===== config.mk =====
export PLATFORM = sky130hd
export DESIGN_NAME = amx_mux
export DESIGN_NICKNAME = d
export VERILOG_FILES = /design/src/hdl/amx_pkg.sv /design/src/hdl/amx_mux.sv
export SDC_FILE = /design/constraint.sdc
export NUM_CORES = 1
export LEC_CHECK = 0
export BUFFER_PORTS_ARGS = -buffer_cell sky130_fd_sc_hd__buf_2
export CORE_ASPECT_RATIO = 1.4
export CORE_MARGIN = 2
export CORE_UTILIZATION = 30
export CTS_CLUSTER_SIZE = 25
export DETAILED_ROUTE_END_ITERATION = 7
export PLACE_DENSITY_LB_ADDON = 0.08
export SLEW_MARGIN = 15
export SYNTH_ARGS = -nofsm -noshare
export SYNTH_HDL_FRONTEND = slang
export SYNTH_HIERARCHICAL = 1
export SYNTH_SLANG_ARGS = --single-unit

===== constraint.sdc =====
create_clock -name clock -period 6.7 [get_ports clock]
set_input_delay 0.67 -clock clock [delete_from_list [all_inputs] [get_ports clock]]
set_output_delay 0.67 -clock clock [all_outputs]
set_load 0.005 [all_outputs]

===== src/hdl/amx_pkg.sv =====
// Constants shared by the eight-line serial multiplexer register block.
// Assumes 16-bit registers addressed by even byte offsets on a word bus.
package amx_pkg;
  localparam int unsigned NLINES = 8;
  localparam logic [2:0] ADDR_CSR      = 3'h0;
  localparam logic [2:0] ADDR_RECEIVE_BUFFER_LPR = 3'h2; // shared_receive_param_addr
  localparam logic [2:0] ADDR_TCR      = 3'h4;
  localparam logic [2:0] ADDR_MSR_TDR  = 3'h6; // shared_transmit_modem_addr
  localparam int CSR_MAINT  = 3;
  localparam int CSR_CLR    = 4;
  localparam int CSR_MSE    = 5;
  localparam int CSR_RIE    = 6;
  localparam int CSR_SAE    = 12;
  localparam int CSR_TIE    = 14;
  localparam int LPR_LEN    = 3;
  localparam int LPR_STOP   = 5;
  localparam int LPR_PEN    = 6;
  localparam int LPR_PODD   = 7;
  localparam int LPR_SPEED  = 8;
  localparam int LPR_RCV_ON = 12;
  localparam int unsigned SILO_DEPTH  = 32;
  localparam int unsigned SILO_WIDTH  = 15;
  localparam logic [4:0]  ALARM_COUNT = 5'h10;
  localparam logic [1:0]  LEN_FIVE    = 2'h0;
  localparam logic [1:0]  STOP_ONE    = 2'h0;
  localparam logic [1:0]  STOP_HALF   = 2'h1;
  localparam logic [1:0]  STOP_TWO    = 2'h2;
  localparam int unsigned CLK_MHZ     = 100;
  localparam int unsigned SCAN_GAP_NS = 1900;
  localparam int unsigned SCAN_GAP_CYC = (SCAN_GAP_NS * CLK_MHZ + 999) / 1000;
  typedef enum logic [0:0] {
    SC_SEARCH = 1'b0,
    SC_OFFER  = 1'b1
  } amx_scan_t;
endpackage : amx_pkg


===== src/hdl/amx_mux.sv =====
// Register block and silo of an eight-line asynchronous serial multiplexer.
// Assumes bit-level UARTs outside: they hand in received characters on the
// same clock and report transmit-buffer empty per line on unsynchronised pins.
// Functional notes
// - Write-only and unused control bits read zero
// - Shared address: read buffer, write parameters
// - Every receive buffer read pops the silo
// - Clear leaves buffer bits 0-14 alone
// - Parameters go to addressed line; clear loses them
// - Byte writes to line parameters ignored
// - Line bit enables scanner; line interrupt ANDed
// - High byte terminal ready; clear spares it
// - Modem word: ring low, carrier high
// - Transmit word: char low, break high
// - Unused high transmit bits forced zero
// - Bits 8-11 select each line's rate
// - Bit 12 switches receiver clock
// - Bits 4:3 set length; high bits zero
// - Stop one, two, or 1.5 at five
// - Parity enable and sense, never buffered
// - Parity failure sets buffer bit 12
// - Both enables clear: receiver never interrupts
// - Receive done while silo holds character
// - Receive enable alone interrupts on done
// - Alarm after sixteen entries, cleared by read
// - Sense bit zero even, one odd
// - Bit 15 valid; clear resets it
// - Scanner priority: line 7 highest
`timescale 1ns/1ps
`default_nettype none

module amx_fifo #(
  parameter int unsigned WIDTH = 15,
  parameter int unsigned DEPTH = 32
) (
  input  wire logic             clock,
  input  wire logic             rst,
  input  wire logic             flush,
  input  wire logic             in_valid,
  output logic                  in_ready,
  input  wire logic [WIDTH-1:0] in_data,
  output logic                  out_valid,
  input  wire logic             out_ready,
  output logic      [WIDTH-1:0] out_data
);
  localparam int unsigned AW = $clog2(DEPTH);
  logic [WIDTH-1:0] mem_q [DEPTH];
  logic [AW-1:0]    wr_q;
  logic [AW-1:0]    rd_q;
  logic [AW:0]      cnt_q;
  logic [AW:0]      cnt_d;
  logic             push;
  logic             pop;

  assign push      = in_valid & in_ready & ~flush;
  assign pop       = out_valid & out_ready & ~flush;
  assign out_valid = (cnt_q != '0);
  assign out_data  = mem_q[rd_q];

  always_comb begin
    cnt_d = cnt_q;
    if (flush) begin
      cnt_d = '0;
    end else if (push & ~pop) begin
      cnt_d = cnt_q + 1'b1;
    end else if (pop & ~push) begin
      cnt_d = cnt_q - 1'b1;
    end
  end

  always_ff @(posedge clock or posedge rst) begin
    if (rst) begin
      cnt_q    <= '0;
      wr_q     <= '0;
      rd_q     <= '0;
      in_ready <= 1'b1;
    end else begin
      cnt_q    <= cnt_d;
      in_ready <= (cnt_d != (AW+1)'(DEPTH));
      if (flush) begin
        wr_q <= '0;
        rd_q <= '0;
      end else begin
        if (push) begin
          wr_q <= wr_q + 1'b1;
        end
        if (pop) begin
          rd_q <= rd_q + 1'b1;
        end
      end
    end
  end

  always_ff @(posedge clock) begin
    if (push) begin
      mem_q[wr_q] <= in_data;
    end
  end
endmodule : amx_fifo

module amx_mux (
  input  wire logic        clock,
  input  wire logic        rst,
  input  wire logic [2:0]  bus_addr,
  input  wire logic        bus_rd,
  input  wire logic        bus_wr,
  input  wire logic [1:0]  bus_be,
  input  wire logic [15:0] bus_wdata,
  output logic      [15:0] bus_rdata,
  input  wire logic        rx_valid,
  output logic             rx_ready,
  input  wire logic [2:0]  rx_line,
  input  wire logic [7:0]  rx_char,
  input  wire logic        rx_parity,
  input  wire logic        rx_framing_err,
  input  wire logic        rx_overrun,
  input  wire logic [7:0]  tx_empty,
  output logic             tx_load,
  output logic      [2:0]  tx_load_line,
  output logic      [7:0]  tx_char,
  output logic             tx_parity_bit,
  input  wire logic [7:0]  ring_indicator,
  input  wire logic [7:0]  carrier_state,
  output logic      [7:0]  terminal_ready,
  output logic      [7:0]  line_break_bit,
  output logic             loopback,
  output logic      [31:0] line_speed,
  output logic      [15:0] line_len,
  output logic      [15:0] line_stop,
  output logic      [7:0]  line_par_en,
  output logic      [7:0]  line_par_odd,
  output logic      [7:0]  line_rcv_on,
  output logic             rcv_int,
  output logic             xmt_int
);
  logic [7:0]  empty_m_q, empty_s_q, ring_m_q, ring_s_q, carr_m_q, carr_s_q;
  logic        clear_q;
  logic        mse_q, rie_q, sae_q, tie_q, sa_q, receive_done_flag_q;
  logic [7:0]  tcr_lo_q;
  logic [4:0]  alarm_q;
  logic [4:0]  alarm_d;
  logic [2:0]  tline_q;
  logic [7:0]  gap_q;
  amx_pkg::amx_scan_t scan_q;
  logic [3:0]  spd_q  [8];
  logic [1:0]  len_q  [8];
  logic [1:0]  stop_q [8];
  logic        wr_csr, wr_lpr, wr_tcr, wr_tdr, rd_receive_buffer, push_ok, fifo_ready;
  logic        silo_valid;
  logic [14:0] silo_head;
  logic [14:0] rx_word;
  logic [7:0]  rx_mask, tx_mask, cand;
  logic [1:0]  rx_len, tx_len;
  logic [2:0]  pick;
  logic [15:0] csr_word;

  // Modem and transmit-empty leads come from pins, so they are synchronised.
  always_ff @(posedge clock or posedge rst) begin
    if (rst) begin
      empty_m_q <= 8'h00;
      empty_s_q <= 8'h00;
      ring_m_q  <= 8'h00;
      ring_s_q  <= 8'h00;
      carr_m_q  <= 8'h00;
      carr_s_q  <= 8'h00;
    end else begin
      empty_m_q <= tx_empty;
      empty_s_q <= empty_m_q;
      ring_m_q  <= ring_indicator;
      ring_s_q  <= ring_m_q;
      carr_m_q  <= carrier_state;
      carr_s_q  <= carr_m_q;
    end
  end

  assign wr_csr  = bus_wr & (bus_addr == amx_pkg::ADDR_CSR);
  assign wr_lpr  = bus_wr & (bus_addr == amx_pkg::ADDR_RECEIVE_BUFFER_LPR) & (&bus_be);
  assign wr_tcr  = bus_wr & (bus_addr == amx_pkg::ADDR_TCR);
  assign wr_tdr  = bus_wr & (bus_addr == amx_pkg::ADDR_MSR_TDR);
  assign rd_receive_buffer = bus_rd & (bus_addr == amx_pkg::ADDR_RECEIVE_BUFFER_LPR);

  // Control bits; the clear bit is a one-cycle pulse and reads as zero.
  always_ff @(posedge clock or posedge rst) begin
    if (rst) begin
      clear_q  <= 1'b0;
      loopback <= 1'b0;
      mse_q    <= 1'b0;
      rie_q    <= 1'b0;
      sae_q    <= 1'b0;
      tie_q    <= 1'b0;
    end else begin
      clear_q <= wr_csr & bus_be[0] & bus_wdata[amx_pkg::CSR_CLR];
      if (clear_q) begin
        loopback <= 1'b0;
        mse_q    <= 1'b0;
        rie_q    <= 1'b0;
        sae_q    <= 1'b0;
        tie_q    <= 1'b0;
      end else if (wr_csr) begin
        if (bus_be[0]) begin
          loopback <= bus_wdata[amx_pkg::CSR_MAINT];
          mse_q    <= bus_wdata[amx_pkg::CSR_MSE];
          rie_q    <= bus_wdata[amx_pkg::CSR_RIE];
        end
        if (bus_be[1]) begin
          sae_q <= bus_wdata[amx_pkg::CSR_SAE];
          tie_q <= bus_wdata[amx_pkg::CSR_TIE];
        end
      end
    end
  end

  // Per-line parameters, reached through the line field of the written word.
  for (genvar g = 0; g < 8; g++) begin : g_line
    always_ff @(posedge clock or posedge rst) begin
      if (rst) begin
        spd_q[g]        <= 4'h0;
        len_q[g]        <= 2'h0;
        stop_q[g]       <= amx_pkg::STOP_ONE;
        line_par_en[g]  <= 1'b0;
        line_par_odd[g] <= 1'b0;
        line_rcv_on[g]  <= 1'b0;
      end else if (clear_q) begin
        spd_q[g]        <= 4'h0;
        len_q[g]        <= 2'h0;
        stop_q[g]       <= amx_pkg::STOP_ONE;
        line_par_en[g]  <= 1'b0;
        line_par_odd[g] <= 1'b0;
        line_rcv_on[g]  <= 1'b0;
      end else if (wr_lpr && bus_wdata[2:0] == 3'(g)) begin
        spd_q[g]        <= bus_wdata[amx_pkg::LPR_SPEED +: 4];
        len_q[g]        <= bus_wdata[amx_pkg::LPR_LEN +: 2];
        line_par_en[g]  <= bus_wdata[amx_pkg::LPR_PEN];
        line_par_odd[g] <= bus_wdata[amx_pkg::LPR_PODD];
        line_rcv_on[g]  <= bus_wdata[amx_pkg::LPR_RCV_ON];
        if (!bus_wdata[amx_pkg::LPR_STOP]) begin
          stop_q[g] <= amx_pkg::STOP_ONE;
        end else if (bus_wdata[amx_pkg::LPR_LEN +: 2] == amx_pkg::LEN_FIVE) begin
          stop_q[g] <= amx_pkg::STOP_HALF;
        end else begin
          stop_q[g] <= amx_pkg::STOP_TWO;
        end
      end
    end
    assign line_speed[4*g +: 4] = spd_q[g];
    assign line_len[2*g +: 2]   = len_q[g];
    assign line_stop[2*g +: 2]  = stop_q[g];
  end

  // Receive path: trim to length, check parity, then queue in arrival order.
  assign rx_len  = len_q[rx_line];
  assign rx_mask = 8'hff >> (2'h3 - rx_len);
  assign rx_word[7:0]   = rx_char & rx_mask;
  assign rx_word[10:8]  = rx_line;
  assign rx_word[11]    = 1'b0;
  assign rx_word[12]    = line_par_en[rx_line]
                          & ((^rx_word[7:0] ^ rx_parity) != line_par_odd[rx_line]);
  assign rx_word[13]    = rx_framing_err;
  assign rx_word[14]    = rx_overrun;
  // Characters on a line whose receiver is off are taken and discarded.
  assign push_ok  = rx_valid & fifo_ready & line_rcv_on[rx_line] & ~clear_q;
  assign rx_ready = fifo_ready;

  amx_fifo #(
    .WIDTH (amx_pkg::SILO_WIDTH),
    .DEPTH (amx_pkg::SILO_DEPTH)
  ) u_silo (
    .clock     (clock),
    .rst       (rst),
    .flush     (clear_q),
    .in_valid  (rx_valid & line_rcv_on[rx_line]),
    .in_ready  (fifo_ready),
    .in_data   (rx_word),
    .out_valid (silo_valid),
    .out_ready (rd_receive_buffer),
    .out_data  (silo_head)
  );

  // An entry arriving on the read cycle counts toward the next alarm.
  always_comb begin
    alarm_d = alarm_q;
    if (rd_receive_buffer | clear_q) begin
      alarm_d = 5'h00;
    end
    if (push_ok && alarm_d != amx_pkg::ALARM_COUNT) begin
      alarm_d = alarm_d + 5'h01;
    end
  end

  always_ff @(posedge clock or posedge rst) begin
    if (rst) begin
      alarm_q <= 5'h00;
      sa_q    <= 1'b0;
      receive_done_flag_q <= 1'b0;
      rcv_int <= 1'b0;
    end else begin
      alarm_q <= alarm_d;
      if (alarm_d == amx_pkg::ALARM_COUNT && push_ok) begin
        sa_q <= 1'b1;
      end else if (rd_receive_buffer | clear_q) begin
        sa_q <= 1'b0;
      end
      receive_done_flag_q <= silo_valid & ~clear_q;
      rcv_int <= rie_q & (sae_q ? sa_q : receive_done_flag_q);
    end
  end

  // Scanner: offers the highest ready line and, once it is loaded, rests before searching on,
  // so a stale empty indication from the loaded line is not offered again.
  always_comb begin
    cand = tcr_lo_q & empty_s_q;
    pick = 3'h0;
    for (int i = 0; i < 8; i++) begin
      if (cand[i]) begin
        pick = 3'(i);
      end
    end
  end

  assign tx_len  = len_q[tline_q];
  assign tx_mask = 8'hff >> (2'h3 - tx_len);

  always_ff @(posedge clock or posedge rst) begin
    if (rst) begin
      scan_q        <= amx_pkg::SC_SEARCH;
      tline_q       <= 3'h0;
      gap_q         <= 8'h00;
      tx_load       <= 1'b0;
      tx_load_line  <= 3'h0;
      tx_char       <= 8'h00;
      tx_parity_bit <= 1'b0;
      xmt_int       <= 1'b0;
    end else begin
      tx_load <= 1'b0;
      xmt_int <= (scan_q == amx_pkg::SC_OFFER) & tie_q & tcr_lo_q[tline_q];
      if (clear_q) begin
        scan_q  <= amx_pkg::SC_SEARCH;
        tline_q <= 3'h0;
        gap_q   <= 8'h00;
      end else begin
        case (scan_q)
          amx_pkg::SC_SEARCH: begin
            if (gap_q != 8'h00) begin
              gap_q <= gap_q - 8'h01;
            end else if (mse_q && cand != 8'h00) begin
              tline_q <= pick;
              scan_q  <= amx_pkg::SC_OFFER;
            end
          end
          amx_pkg::SC_OFFER: begin
            if (wr_tdr && bus_be[0]) begin
              tx_load       <= 1'b1;
              tx_load_line  <= tline_q;
              tx_char       <= bus_wdata[7:0] & tx_mask;
              tx_parity_bit <= line_par_en[tline_q]
                               & (^(bus_wdata[7:0] & tx_mask) ^ line_par_odd[tline_q]);
              gap_q         <= 8'(amx_pkg::SCAN_GAP_CYC);
              scan_q        <= amx_pkg::SC_SEARCH;
            end else if (!tcr_lo_q[tline_q] || !mse_q) begin
              scan_q <= amx_pkg::SC_SEARCH;
            end
          end
          default: scan_q <= amx_pkg::SC_SEARCH;
        endcase
      end
    end
  end

  // Line enables, terminal ready and break bits.
  always_ff @(posedge clock or posedge rst) begin
    if (rst) begin
      tcr_lo_q       <= 8'h00;
      terminal_ready <= 8'h00;
      line_break_bit <= 8'h00;
    end else begin
      if (clear_q) begin
        tcr_lo_q <= 8'h00;
      end else if (wr_tcr && bus_be[0]) begin
        tcr_lo_q <= bus_wdata[7:0];
      end
      if (wr_tcr && bus_be[1]) begin
        terminal_ready <= bus_wdata[15:8];
      end
      if (clear_q) begin
        line_break_bit <= 8'h00;
      end else if (wr_tdr && bus_be[1]) begin
        line_break_bit <= bus_wdata[15:8];
      end
    end
  end

  always_comb begin
    csr_word = 16'h0000;
    csr_word[amx_pkg::CSR_MAINT] = loopback;
    csr_word[amx_pkg::CSR_MSE]   = mse_q;
    csr_word[amx_pkg::CSR_RIE]   = rie_q;
    csr_word[7]                  = receive_done_flag_q;
    csr_word[10:8]               = tline_q;
    csr_word[amx_pkg::CSR_SAE]   = sae_q;
    csr_word[13]                 = sa_q;
    csr_word[amx_pkg::CSR_TIE]   = tie_q;
    csr_word[15]                 = (scan_q == amx_pkg::SC_OFFER);
  end

  // Read data is captured on the read cycle, before the silo advances.
  always_ff @(posedge clock or posedge rst) begin
    if (rst) begin
      bus_rdata <= 16'h0000;
    end else if (bus_rd) begin
      if (bus_addr == amx_pkg::ADDR_CSR) begin
        bus_rdata <= csr_word;
      end else if (bus_addr == amx_pkg::ADDR_RECEIVE_BUFFER_LPR) begin
        bus_rdata <= {silo_valid, silo_head};
      end else if (bus_addr == amx_pkg::ADDR_TCR) begin
        bus_rdata <= {terminal_ready, tcr_lo_q};
      end else if (bus_addr == amx_pkg::ADDR_MSR_TDR) begin
        bus_rdata <= {carr_s_q, ring_s_q};
      end else begin
        bus_rdata <= 16'h0000;
      end
    end
  end
endmodule : amx_mux

`default_nettype wire


==> After elaboration in Yosys (flattened, before gate mapping) <==
Memory sizes are Yosys's and may differ from the RTL's.
Index checks and enable logic that the tools add are counted.
{ "word_totals": {"register_bits": 233, "ramBits": 448, "in_bits": 64, "output_inout_bits": 137, "elab_cells": 375, "memories": 1} }
{ "classes": {"addsub": 8, "order_cmp": 4, "n_eq_ne": 18, "n_shift": 2, "mux": 177, "bitwise_logic": 36, "reduce_logical": 49} }
{ "memory_table": {"columns": ["name", "depth", "word_bits", "read_ports", "rd_clocked_by_memory_dff", "wr", "line", "source"], "rows": [
  ["u_silo.mem_q", 32, 14, 1, 0, 1, "amx_mux.sv:47", "logic [WIDTH-1:0] mem_q [DEPTH];"]
]} }
{ "op_table": {"columns": ["op", "n"], "rows": [
  ["$mux 1", 83],
  ["$mux 2", 38],
  ["$mux 16", 4],
  ["$mux 4", 16],
  ["$mux 8", 7],
  ["$reduce_bool 2->1", 17],
  ["$mux 3", 10],
  ["$mux 5", 6],
  ["$and 1x1->1", 24],
  ["$and 8x8->8", 3],
  ["$bmux 1 s3", 6],
  ["$eq 3x3->1 const B", 6],
  ["$mux 6", 3],
  ["$pmux 8 s2", 1],
  ["$reduce_bool 8->1", 2],
  ["$reduce_xor 8->1", 2],
  ["$shr 8x2->8 const A", 2],
  ["$add 5x1->5 const B", 3],
  ["$logic_and 1x1->1", 15],
  ["$bmux 2 s3", 2],
  ["$eq 3x2->1 const B", 3],
  ["$ge 4x4->1 const B", 2],
  ["$lt 3x4->1 const B", 2],
  ["$not 3->4", 2],
  ["other kinds (23)", 35]
]} }

==> Depth between registers and ports, before layout <==
{ "depth": {"depth_word": 12, "mapped_depth": 13, "depth_no_buf": 12} }

==> Cells and area by module <==
The synthesis kept the hierarchy.
{ "by_module_without_submodules": {"columns": ["mod", "n_inst", "cells_per_inst", "area_per_inst_um2"], "rows": [
  ["amx_fifo", 1, 897, 19633.8],
  ["amx_mux", 1, 852, 9693.0]
]} }

==> Worst setup path after synthesis <==
No wires, ideal clock.
{ "synth_timing": {"path_type": "input to register", "from": "input port rx_line[1]", "to": "memory u_silo/mem_q[0][12] (netlist name) (data pin)", "setup_time_ns": 0.351, "arrival_ns": 2.938, "t_required_ns": 6.349, "slack_ns": 3.411, "cell_stages": 7, "path_buffers": 1, "path_cell_list": "clkbuf_1 > mux4_2 > mux2_4 > and3_1 > a311oi_1 > xnor2_1 > nor2_1"} }
{ "synth_lines": {"columns": ["element", "line", "source"], "rows": [
  ["from (decl)", "amx_mux.sv:112", "input wire logic [2:0] rx_line,"],
  ["to (decl)", "amx_mux.sv:47", null]
]} }

==> Worst setup path in the final report <==
{ "layout_timing": {"from": "register line_rcv_on[4]", "to": "memory u_silo/mem_q[10][6] (netlist name) (enable)"} }
{ "layout_via": {"elab_chain_cells": 7} }
{ "layout_lines": {"columns": ["element", "line", "source"], "rows": [
  ["from (decl)", "amx_mux.sv:132", "output logic [7:0] line_rcv_on,"],
  ["from (signal, indexed assignment)", "amx_mux.sv:235", "line_rcv_on[g] <= bus_wdata[amx_pkg::LPR_RCV_ON];"],
  ["$bmux 1 s3", "amx_mux.sv:271", ".in_valid (rx_valid & line_rcv_on[rx_line]),"],
  ["$mux 1 (implied by the code)", "amx_mux.sv:271", null],
  ["$and 1x1->1", "amx_mux.sv:271", null],
  ["$and 1x1->1 (2 in series)", "amx_mux.sv:55", "assign push = in_valid & in_ready & ~flush;"],
  ["$mux 1", "amx_mux.sv:95", "if (push) begin"],
  ["$mux 1 (implied by the code)", "amx_mux.sv:96", "mem_q[wr_q] <= in_data;"]
]} }
Every way passes these cells. The select of a mux whose other input is x is not followed.

==> impl_metrics.yaml <==
route:
  via_per_inst: 4.83
  drc: 0
  final_antenna_net_count: 0
  wire_per_inst_um: 26.0
  dr.pass1.iters: 5
  routed_wl_um: 87000
  vias: 16200
  drtIter0Drc: 1106
global_routing:
  grt_usage_pct: 17.4
  antenna_found_initial: 5
  grt_pass1_vias: 17000
  grt_max_degree: 82
  grt_overflow: 0
  grt_pass1_wl_um: 125000
floorplan:
  ios: 201
  rows: 135
  fp.coreArea_sq_um: 96800
  die_w_um: 268
  die_y_um: 374
  die-area_sq_um: 100000
  initial_core_util_pct: 30.3
timing:
  setup_ws_ns: 2.93
  fin_crit_ns: 3.77
  hold_violations: 0
  period_share_pct: 56.3
  drv_slew: 0
  slew_headroom_pct: 28.8
  max_slew.worst_pin.slew_ns: 1.07
  finalSetupViolations: 0
  clock.fmax_mhz: 265
  rsz0062_at_grt: "false"
  finClkSkew_ns: 0.0228
  holdWs_ns: 0.114
  setup_tns_ns: 0
power:
  pwr-share-clk_pct: 35.0
  internal_power_mw: 8.30
  ir_drop_mv: 0.196
  p_sw_mw: 3.41
  switching_share_pct: 29.1
  p_comb_share_pct: 20.9
  power_frac_seq_pct: 44.1
  leakagePower_nw: 13.0
  finalPower_mw: 11.7
  pwr_density_cell_nw_per_um2: 342
finish:
  num_antenna_cells: 0
  final_util_pct: 35.4
  area_growth_pct: 16.8
  multiInputGateArea_sq_um: 8540
  final-seq-area_sq_um: 20300
  n_fill_cell: 9266
  layout.nets: 2062
  drive_gt1_share_pct: 27.0
critical_path:
  cpLargestDelayFamily: "simple AND/OR/NAND/NOR gates"
  end_kind: "register"
  path_common_cell: "nand2_1"
  path_class: "reg -> reg"
  path_max_fanout: 15
  critPathLaunchType: "register"
  critPathRequiredTime_ns: 6.95
  cpPeakStageDelay_ns: 0.95
  critical_path.cell_chain: "mux4_2, mux2i_1, nor2b_1, nand2_1, nor2_1, nand2_1, nor2_2"
  critical_path_buf_inv_count: 0
  slowest_stage: "nor2_2"
  cp.arrival_ns: 4.03
clock_tree:
  ctsResizeCount: 0
  clock-sinks: 713
  cts_hold_buf: 0
  h-tree-depth: 3
  cts_buffers: 76
  clockRootBuffer: "clkbuf_16"
  clockBufferDepth: 3
  cts_tree: "yes"
  clk_latency_ns: 0.65
  cts_setup_buffers: 0
  path_clk_slew_ns: 0.06
yosys:
  synth_most_common_cell: "edfxtp_1"
  synth_edf_count: 480
  synth_top_cell_by_area: "edfxtp_1"
  yosysWarnings: 6
  synth.distinct_cells: 77
  ys.flop_type: "edfxtp_1"
  synth_area_leaders: "edfxtp_1, dfrtp_1, mux4_2, mux2i_1, nor2_1"
  syn_inst: 1749
  netlist_area_sq_um: 29300
  synth_common_cells: "edfxtp_1, dfrtp_1, mux4_2"
  synth_seq_cells: 713
  async_reset_ff_share_pct: 32.7
  synth_area_per_cell_sq_um: 16.8
  yosysTopAreaCellShare_pct: 49.1
  ys_seq_area_share_pct: 69.0
placed_design:
  hpwl_um: 58200
  io_buffers: 200
  dp_slack_ns: 2.24
  routabilityCongestion: 0.773
hold_path:
  hold_path_class: "in -> async"
flow_run:
  cap_violations: 0
outcome:
  status: "complete, no violations"
-- through the flow --
step                      instance area, sq um  cells
after floorplan                          29400   1780
after global placement                   31900   3206
after detailed placement                 31900   3206
after CTS                                34300   3343
after global routing                     34300   3343
final                                    34300   3343
-- power groups by stage --
stage                     logic, mW  clock network, mW  registers, mW
after floorplan                1.82                  0           5.05
after global placement         2.52                  0           5.27
after detailed placement       2.52                  0           5.27
after CTS                      2.53               4.25           5.18
after global routing           2.65               4.41           5.21
final                          2.45               4.10           5.17
-- worst paths after layout --
kind / startpoint / end / slack [ns] / cells past startpoint
worst max-delay path: line_rcv_on[4] / u_silo/mem_q[10][6] / 2.93 / 7
worst min-delay path: rst / receive_done_flag_q / 0.11 / 2
worst max register to register: line_rcv_on[4] / u_silo/mem_q[10][6] / 2.93 / 7
worst min register to register: ring_m_q[6] / ring_s_q[6] / 0.34 / 0
max in group asynchronous: rst / empty_s_q[0] / 5.32 / 3
min in group clock: ring_indicator[5] / ring_m_q[5] / 0.14 / 1
-- layout make-up --
class,instances,share of cell area (%)
sequential,713,59.1
multi-input combinational,912,24.9
clock buffer,112,6.30
tap,1301,4.75
timing repair buffer,229,3.64
clock inverter,25,0.650
inverter,51,0.595
-- state kept, by name (all words and copies together) (netlist names), 16 cells and up --
signal and cells:
line_len 16, line_stop 16, u_silo/mem_q 480, line_speed 32, bus_rdata 16
-- metal layers --
layer / vias to the layer above / share of wire (%) / global-route usage (%)
li1: 7159 / - / -
met1: 8471 / 40 / 21.3
met2: 412 / 52 / 30.6
met3: 108 / 5.2 / 3.23
met4: 4 / 2.6 / 5.86
met5: - / 0.028 / 0
-- cells by family (layout without fill, tap and decap cells) --
family	Yosys count	count (layout)	synth area share (%)
AND/OR/NAND/NOR	371	371	5.96
multiplexers	295	295	16.9
XOR/XNOR	24	24	0.717
other	1	32	0.0128
AO/OA/AOI/OAI	174	174	4.10
flip-flops	713	713	69.0
adder cells (fa/ha/maj)	16	16	0.674
buffers and inverters	155	417	2.63
-- layout by cell type (no fill, tap or decap), drive strengths merged, types with 18 or more instances in the layout --
cell,n
mux4,151
conb,32
o21ai,35
mux2i,126
inv,51
nand3,53
nand2,97
mux2,18
buf,229
clkbuf,112
dfrtp,232
nor2,134
a21oi,50
edfxtp,480
clkinv,18
nand3b,23
-- worst register-to-register path, cell delays in order (launching register included) --
cell     delay, ns
dfrtp_1       0.39
mux4_2        0.25
mux2i_1       0.20
nor2b_1       0.41
nand2_1       0.25
nor2_1        0.39
nand2_1       0.54
nor2_2        0.96
(Power assumes the default switching activity.)
